**src/uft_pkg.sv**
```systemverilog
// shared constants for the serial frame transmitter
package uft_pkg;
    localparam int          DIV_W          = 8;
    localparam int          DIV_LOW_SPEED  = 64;
    localparam int          DIV_HIGH_SPEED = 16;
    localparam int          PRE_W          = 6;
    localparam int          FRAME_W        = 13;
    localparam int          CNT_W          = 4;
    localparam logic [CNT_W-1:0] BITS_EIGHT = 4'h8;
    localparam logic [CNT_W-1:0] BITS_NINE  = 4'h9;
    localparam logic [7:0]  RST_DIVISOR    = 8'h00;
    localparam logic        RST_NINE       = 1'b0;
    localparam logic        RST_PAR_EN     = 1'b0;
    localparam logic        RST_PAR_ODD    = 1'b0;
    localparam logic        RST_TWO_STOP   = 1'b0;
    localparam logic        RST_HIGH_SPEED = 1'b0;
endpackage : uft_pkg

```
**src/uft_baud_gen.sv**
```systemverilog
// baud tick generator: divides mclk by 64*(n+1) or 16*(n+1)
`timescale 1ns/10ps
`default_nettype none
module uft_baud_gen #(
    parameter int DIV_W = uft_pkg::DIV_W
) (
    input  wire logic             mclk,
    input  wire logic             rst,
    input  wire logic             run,
    input  wire logic             high_speed,
    input  wire logic [DIV_W-1:0] divisor,
    output logic                  tick
);
    logic [uft_pkg::PRE_W-1:0] pre;
    logic [DIV_W-1:0]          cnt;
    logic                      pre_end;

    always_comb begin
        if (high_speed) begin
            pre_end = (pre == 6'(uft_pkg::DIV_HIGH_SPEED - 1));
        end else begin
            pre_end = (pre == 6'(uft_pkg::DIV_LOW_SPEED - 1));
        end
    end

    // prescaler then 8-bit divisor counter
    always_ff @(posedge mclk) begin
        if (rst || !run) begin
            pre  <= '0;
            cnt  <= '0;
            tick <= 1'b0;
        end else begin
            tick <= 1'b0;
            if (pre_end) begin
                pre <= '0;
                if (cnt >= divisor) begin
                    cnt  <= '0;
                    tick <= 1'b1;
                end else begin
                    cnt <= cnt + DIV_W'(1);
                end
            end else begin
                pre <= pre + 6'h01;
            end
        end
    end
endmodule : uft_baud_gen
`default_nettype wire

```
**src/uft_transmitter.sv**
```systemverilog
// serial frame transmitter with enable logic and status flags
// Notes on behaviour
// - nrz frame: start, 8 or 9 data, stops
// - parity even/odd/none; reset format is 8N1
// - data bits leave lsb first
// - one format and baud shared by both directions
// - each pin owned only when mode, global and its own enable set
// - idle line rests high
// - global disable frees pins, empties buffer
// - disable clears enables/flags, sets idle flags
// - disable aborts at once; config is kept
// - word length, parity type, parity, stop count
// - address mode: msb marks address character
// - stop count only affects transmitter
// - ninth bit comes from tx_bit_eight
// - shifter reloads only after stop bits sent
// - start needs enable, data and baud tick
// - tx enable clear aborts and resets transmitter
// - data writes ignored while empty flag low
// - empty flag cleared by status access then write
// - empty flag set when holding register free
// - idle write loads shifter, empty flag resets
// - tx idle flag set after frame completes
// - bit timing from 8-bit baud generator
// - rate = fh/(64 or 16 times n+1)
// - empty flag with irq enable raises shared flag
`timescale 1ns/10ps
`default_nettype none
module uft_transmitter #(
    parameter int DIV_W = uft_pkg::DIV_W
) (
    input  wire logic             mclk,
    input  wire logic             rst,
    input  wire logic             serial_mode_select,
    input  wire logic             port_global_enable,
    input  wire logic             tx_enable_set,
    input  wire logic             tx_enable_clr,
    input  wire logic             rx_enable_set,
    input  wire logic             rx_enable_clr,
    input  wire logic             break_request_set,
    input  wire logic             word_len_nine,
    input  wire logic             parity_type_sel,
    input  wire logic             parity_enable,
    input  wire logic             stop_count_sel,
    input  wire logic             tx_bit_eight,
    input  wire logic             baud_high_speed,
    input  wire logic [DIV_W-1:0] baud_divisor,
    input  wire logic             tx_empty_irq_en,
    input  wire logic             status_access,
    input  wire logic             data_write,
    input  wire logic [7:0]       data_in,
    input  wire logic             shared_irq_clr,
    output logic                  tx_out,
    output logic                  tx_oe_n,
    output logic                  rx_take,
    output logic                  tx_enable,
    output logic                  rx_enable,
    output logic                  break_request,
    output logic                  tx_empty_flag,
    output logic                  tx_idle_flag,
    output logic                  rx_idle_flag,
    output logic                  rx_available_flag,
    output logic                  shared_irq_flag,
    output logic                  cfg_nine,
    output logic                  cfg_par_en,
    output logic                  cfg_par_odd,
    output logic                  cfg_two_stop
);
    typedef enum logic [1:0] {
        UFT_IDLE  = 2'b00,
        UFT_START = 2'b01,
        UFT_DATA  = 2'b10,
        UFT_STOP  = 2'b11
    } uft_state_t;

    uft_state_t             state;
    logic [8:0]             hold;
    logic                   hold_full;
    logic [8:0]             tx_shift_reg;
    logic [uft_pkg::CNT_W-1:0] bit_cnt;
    logic                   stop_cnt;
    logic                   par_acc;
    logic                   armed;
    logic                   tick;
    logic                   port_on;
    logic                   tx_run;
    logic                   wr_ok;
    logic [uft_pkg::CNT_W-1:0] word_bits;
    logic [8:0]             word_in;
    logic                   load_now;

    // pins and transmitter only live with mode, global and their own enable set
    assign port_on = serial_mode_select && port_global_enable;
    assign tx_run  = port_on && tx_enable;
    // accepted write: status access armed and flag high
    assign wr_ok   = data_write && armed && tx_empty_flag && tx_run;
    assign word_bits = word_len_nine ? uft_pkg::BITS_NINE
                                     : uft_pkg::BITS_EIGHT;
    // ninth bit taken from tx_bit_eight, not the data byte
    assign word_in = {tx_bit_eight, data_in};
    // shifter takes new word only between frames
    assign load_now = (state == UFT_IDLE) && tick && hold_full;

    uft_baud_gen #(
        .DIV_W (DIV_W)
    ) u_baud (
        .mclk       (mclk),
        .rst        (rst),
        .run        (tx_run),
        .high_speed (baud_high_speed),
        .divisor    (baud_divisor),
        .tick       (tick)
    );

    // format re-registered from the inputs every cycle; shared by both directions
    always_ff @(posedge mclk) begin
        if (rst) begin
            cfg_nine     <= uft_pkg::RST_NINE;
            cfg_par_en   <= uft_pkg::RST_PAR_EN;
            cfg_par_odd  <= uft_pkg::RST_PAR_ODD;
            cfg_two_stop <= uft_pkg::RST_TWO_STOP;
        end else begin
            cfg_nine     <= word_len_nine;
            cfg_par_en   <= parity_enable;
            cfg_par_odd  <= parity_type_sel;
            cfg_two_stop <= stop_count_sel;
        end
    end

    // enables; global disable clears them, config untouched
    always_ff @(posedge mclk) begin
        if (rst || !port_global_enable) begin
            tx_enable     <= 1'b0;
            rx_enable     <= 1'b0;
            break_request <= 1'b0;
        end else begin
            if (tx_enable_set) begin
                tx_enable <= 1'b1;
            end else if (tx_enable_clr) begin
                tx_enable <= 1'b0;
            end
            if (rx_enable_set) begin
                rx_enable <= 1'b1;
            end else if (rx_enable_clr) begin
                rx_enable <= 1'b0;
            end
            if (break_request_set) begin
                break_request <= 1'b1;
            end
        end
    end

    // receiver flags: only their disable values live here
    always_ff @(posedge mclk) begin
        if (rst || !port_global_enable) begin
            rx_available_flag <= 1'b0;
            rx_idle_flag      <= 1'b1;
        end else begin
            rx_available_flag <= rx_available_flag;
            rx_idle_flag      <= rx_idle_flag;
        end
    end

    // status access arms the next data write
    always_ff @(posedge mclk) begin
        if (rst || !port_global_enable) begin
            armed <= 1'b0;
        end else if (status_access) begin
            armed <= 1'b1;
        end else if (data_write) begin
            armed <= 1'b0;
        end
    end

    // holding register; emptied on disable
    always_ff @(posedge mclk) begin
        if (rst || !tx_run) begin
            hold      <= '0;
            hold_full <= 1'b0;
        end else if (wr_ok) begin
            hold      <= word_in;
            hold_full <= 1'b1;
        end else if (load_now) begin
            hold_full <= 1'b0;
        end
    end

    // empty flag: low from accepted write until shifter takes it
    always_ff @(posedge mclk) begin
        if (rst || !tx_run) begin
            tx_empty_flag <= 1'b1;
        end else if (wr_ok) begin
            tx_empty_flag <= 1'b0;
        end else if (load_now) begin
            tx_empty_flag <= 1'b1;
        end
    end

    // frame engine; abort on enable loss
    always_ff @(posedge mclk) begin
        if (rst || !tx_run) begin
            state        <= UFT_IDLE;
            tx_shift_reg <= '0;
            bit_cnt      <= '0;
            stop_cnt     <= 1'b0;
            par_acc      <= 1'b0;
            tx_out       <= 1'b1;
        end else if (tick) begin
            unique case (state)
                UFT_IDLE: begin
                    tx_out <= 1'b1;
                    if (hold_full) begin
                        tx_shift_reg <= hold;
                        state        <= UFT_START;
                    end
                end
                UFT_START: begin
                    tx_out  <= 1'b0;
                    bit_cnt <= '0;
                    par_acc <= cfg_par_odd;
                    state   <= UFT_DATA;
                end
                UFT_DATA: begin
                    // parity fills last slot of the word
                    if (cfg_par_en && (bit_cnt == word_bits - 4'h1)) begin
                        tx_out <= par_acc;
                    end else begin
                        tx_out  <= tx_shift_reg[0];
                        par_acc <= par_acc ^ tx_shift_reg[0];
                    end
                    tx_shift_reg <= {1'b0, tx_shift_reg[8:1]};
                    if (bit_cnt == word_bits - 4'h1) begin
                        stop_cnt <= cfg_two_stop;
                        state    <= UFT_STOP;
                    end else begin
                        bit_cnt <= bit_cnt + 4'h1;
                    end
                end
                UFT_STOP: begin
                    tx_out <= 1'b1;
                    if (stop_cnt) begin
                        stop_cnt <= 1'b0;
                    end else begin
                        state <= UFT_IDLE;
                    end
                end
            endcase
        end
    end

    // idle flag: set at frame end, cleared by the same sequence
    always_ff @(posedge mclk) begin
        if (rst || !tx_run) begin
            tx_idle_flag <= 1'b1;
        end else if (tick && state == UFT_STOP && !stop_cnt) begin
            tx_idle_flag <= 1'b1;
        end else if (wr_ok) begin
            tx_idle_flag <= 1'b0;
        end
    end

    // pin ownership registered so outputs come from flops
    always_ff @(posedge mclk) begin
        if (rst) begin
            tx_oe_n <= 1'b1;
            rx_take <= 1'b0;
        end else begin
            tx_oe_n <= !tx_run;
            rx_take <= port_on && rx_enable;
        end
    end

    // shared request; set wins over clear
    always_ff @(posedge mclk) begin
        if (rst) begin
            shared_irq_flag <= 1'b0;
        end else if (tx_empty_irq_en && tx_empty_flag) begin
            shared_irq_flag <= 1'b1;
        end else if (shared_irq_clr) begin
            shared_irq_flag <= 1'b0;
        end
    end
endmodule : uft_transmitter
`default_nettype wire

```
**config.mk**
```make
export PLATFORM = sky130hd
export DESIGN_NAME = uft_transmitter
export DESIGN_NICKNAME = d
export VERILOG_FILES = /design/src/uft_pkg.sv /design/src/uft_baud_gen.sv /design/src/uft_transmitter.sv
export SDC_FILE = /design/constraint.sdc
export NUM_CORES = 1
export LEC_CHECK = 0
export BUFFER_PORTS_ARGS = -buffer_cell sky130_fd_sc_hd__buf_2
export CELL_PAD_IN_SITES_DETAIL_PLACEMENT = 1
export CELL_PAD_IN_SITES_GLOBAL_PLACEMENT = 1
export CORE_ASPECT_RATIO = 0.7
export CORE_MARGIN = 1
export CORE_UTILIZATION = 45
export DETAILED_ROUTE_END_ITERATION = 8
export PLACE_DENSITY_LB_ADDON = 0.12
export SLEW_MARGIN = 10
export SYNTH_ARGS = -nofsm -noshare
export SYNTH_HDL_FRONTEND = slang
export SYNTH_HIERARCHICAL = 1
export SYNTH_SLANG_ARGS = --single-unit
```
**constraint.sdc**
```tcl
create_clock -name mclk -period 4.6 [get_ports mclk]
set_clock_uncertainty 0.2 [all_clocks]
set_input_delay 0.46 -clock mclk [delete_from_list [all_inputs] [get_ports mclk]]
set_output_delay 0.46 -clock mclk [all_outputs]
set_load 0.02 [all_outputs]
```
==> metrics.csv <==
metric,value,unit
combinational power share,0.056,
layout cells sized above 1,0.240,
Tmin final,2.70,ns
CTS root buf,clkbuf_8,
worst hold path endpoint,break_request$_SDFFE_PP0P_,
relative slew slack,0.356,
Worst path top cell family by delay,adder cells,
Final ANT Viol Nets,0,
Post-synth EDFFs,0,
vias in the first global route,2145,
post-CTS setup buffer count,0,
max_cap viols,0,
CTS sink count,56,
Synth Register Bits,56,
total vias in the final route,2162,
worst hold slack,0.146,ns
NetSw,196,uW
Slew @ Worst Pin,0.966,ns
ys flop type,dfxtp_1,
mean area per synthesized cell,9.38,sq um
WP data arrival,2.73,ns
Diodes inserted,0,
final worst slack,1.90,ns
clock share of power,0.341,
RR Endpoint,tx_shift_reg[5]$_SDFFE_PP0P_,
area of the core,0.00573,sq mm
initial antenna violation count,0,
Initial Util,0.469,
"Slew Viols, Final",0,
CP startpoint kind,flop,
worst min path class,input port to flop,
IO Port Bufs,47,
Hold Buf Count CTS,0,
crit path kind,flop to flop,
Total Wirelength,5.92,mm
DRC Markers,0,
Synth cell types,51,
internal power,618,uW
dpl hpwl,4.40,mm
Worst R2R Path Depth,6,
first-pass GRT wire length,10.0,mm
Synth Cell Area,0.00268,sq mm
Post-Synthesis Cells,286,
final setup vio count,0,
final hold violation count,0,
global placer's final weighted congestion,0.793,
status,completed,
"commonest non-fill, non-tap cells in the layout","dfxtp_1 (56), buf_2 (47), nor2_1 (27)",
vias per cell,5.35,
post-route clock period utilization,0.587,
YS warnings,6,
die area,0.00628,sq mm
Hold Path Depth,3,
CP Capture Type,flop,
TNS Setup,0,ns
worst-path cell chain,inv_1 -> ha_1 -> mux2i_1 -> nor2_2 -> nor2_1 -> a211oi_1,
RSZ-0062 raised after global routing,no,
critical path's slowest cell,ha_1,
GRT Util Overall,0.208,
Power per Cell Area,269,mW/mm^2
Die Wd,94.3,um
GRT overflow,0,
P_leak,0.00120,uW
dpl ws,1.91,ns
Flop pwr share,0.603,
Area Overhead vs Synth,13.0,%
CP max stage delay,0.82,ns
largest net degree at the start of global routing,24,
chip height,66.6,um
DRT Pass-1 Iters,4,
drt initial violations,93,
CTS tree,built,
Max Root-Sink Buffers,2,
worst skew pair latency,0.32,ns
"commonest non-fill, non-tap cell in the layout",dfxtp_1,
FP Rows,23,
switching power share of the total,0.241,
"Req. time, crit path",4.63,ns
Peak VDD IR,0.161,mV
fmax,370,MHz
clk slew on worst S/H paths,0.10,ns
hold_sp,break_request_set,
CTS HTree Levels,2,
Num CTS Buffers,5,
"Seq/Total Area, Yosys",0.418,
Final nets,380,
R2R setup slack,1.90,ns
post_cts resized,0,
Avg WL per Cell,14.6,um
FF-to-FF Start,state[0]$_SDFFE_PP0P_,
Syn Nets,338,
worst-path maximum fanout,23,
Post-synth ARST share,0,
"Buf+Inv Stages, Crit Path",1,
I/O pin cnt,50,
[cells by family (layout without fill, tap and decap cells)]
logic type / Yosys count / in the layout / share of synthesized area
AO/OA/AOI/OAI: 59 / 59 / 0.167
XOR/XNOR: 11 / 11 / 0.0359
adder cells (fa/ha/maj): 17 / 17 / 0.0793
buffers and inverters: 35 / 78 / 0.0587
flip-flops: 56 / 56 / 0.418
multiplexers: 13 / 13 / 0.0485
other: 2 / 2 / 0.00280
AND/OR/NAND/NOR: 93 / 93 / 0.190
[power groups by stage]
stage	registers [uW]	clock network, uW	logic [uW]
floorplan	507	0	18.7
global placement	503	0	43.7
detailed placement	503	0	45.9
CTS	491	283	46.1
global route	492	304	50.7
finish	491	278	45.3
[worst register-to-register path, stage by stage (launching register included)]
cell and delay (ns):
dfxtp_1 0.36, inv_1 0.14, ha_1 0.82, mux2i_1 0.19, nor2_2 0.56, nor2_1 0.11, a211oi_1 0.24
[per-layer routing]
| layer | routed length, um | track usage | vias up |
|---|---|---|---|
| met5 | 0 | 0 | - |
| met4 | 69 | 0.0635 | 0 |
| met3 | 224 | 0.0468 | 7 |
| met2 | 2530 | 0.330 | 42 |
| met1 | 3090 | 0.280 | 1024 |
| li1 | - | - | 1089 |
[Yosys cell counts (3+ instances only)]
| master | instances | area, sq um |
|---|---|---|
| a211oi_1 | 8 | 60.1 |
| nand2_1 | 14 | 52.6 |
| nand2b_1 | 3 | 18.8 |
| nand3b_1 | 4 | 30.0 |
| nor2_1 | 27 | 101 |
| o22ai_1 | 3 | 18.8 |
| mux2i_1 | 13 | 130 |
| ha_1 | 17 | 213 |
| o21ai_0 | 9 | 45.0 |
| nor3_2 | 4 | 40.0 |
| o221a_2 | 7 | 78.8 |
| dfxtp_1 | 56 | 1120 |
| xnor2_1 | 3 | 26.3 |
| inv_1 | 22 | 82.6 |
| a31oi_1 | 3 | 18.8 |
| xor2_1 | 8 | 70.1 |
| nand3_1 | 4 | 20.0 |
| nor2b_1 | 8 | 50.1 |
| buf_2 | 6 | 30.0 |
| a21oi_1 | 12 | 60.1 |
| nand4_1 | 6 | 37.5 |
| and3_1 | 9 | 56.3 |
| nor3_1 | 5 | 25.0 |
| buf_4 | 3 | 22.5 |
[layout make-up]
cell class                      count  area (sq um)
Inverter                           23          86.3
Multi-Input combinational cell    195          1410
Sequential cell                    56          1120
Timing Repair Buffer               47           235
Fill cell                         699          2700
Clock inverter                      3          21.3
Tap cell                           75          93.8
Clock buffer                        5          68.8
[how the worst max path moves through the flow]
stage / depth (start not counted) / to / slack, ns / startpoint
after global routing: 6 / tx_shift_reg[5]$_SDFFE_PP0P_ / 1.61 / state[0]$_SDFFE_PP0P_
after floorplan: 8 / u_baud/tick$_SDFF_PP0_ / 2.57 / baud_divisor[2]
after global placement: 6 / tx_shift_reg[8]$_SDFFE_PP0P_ / 2.01 / state[0]$_SDFFE_PP0P_
after CTS: 6 / tx_shift_reg[5]$_SDFFE_PP0P_ / 1.89 / state[0]$_SDFFE_PP0P_
final: 6 / tx_shift_reg[5]$_SDFFE_PP0P_ / 1.90 / state[0]$_SDFFE_PP0P_
after detailed placement: 6 / tx_shift_reg[8]$_SDFFE_PP0P_ / 1.91 / state[0]$_SDFFE_PP0P_
[per-stage QoR]
stage	instances	util	total power, uW	instance area [sq um]
after floorplan	286	-	526	2680
after global placement	396	0.514	546	2940
after detailed placement	396	0.514	548	2940
after CTS	404	0.529	821	3030
after global routing	404	0.529	847	3030
final	404	0.529	814	3030
Power figures use the tool's default switching activity.
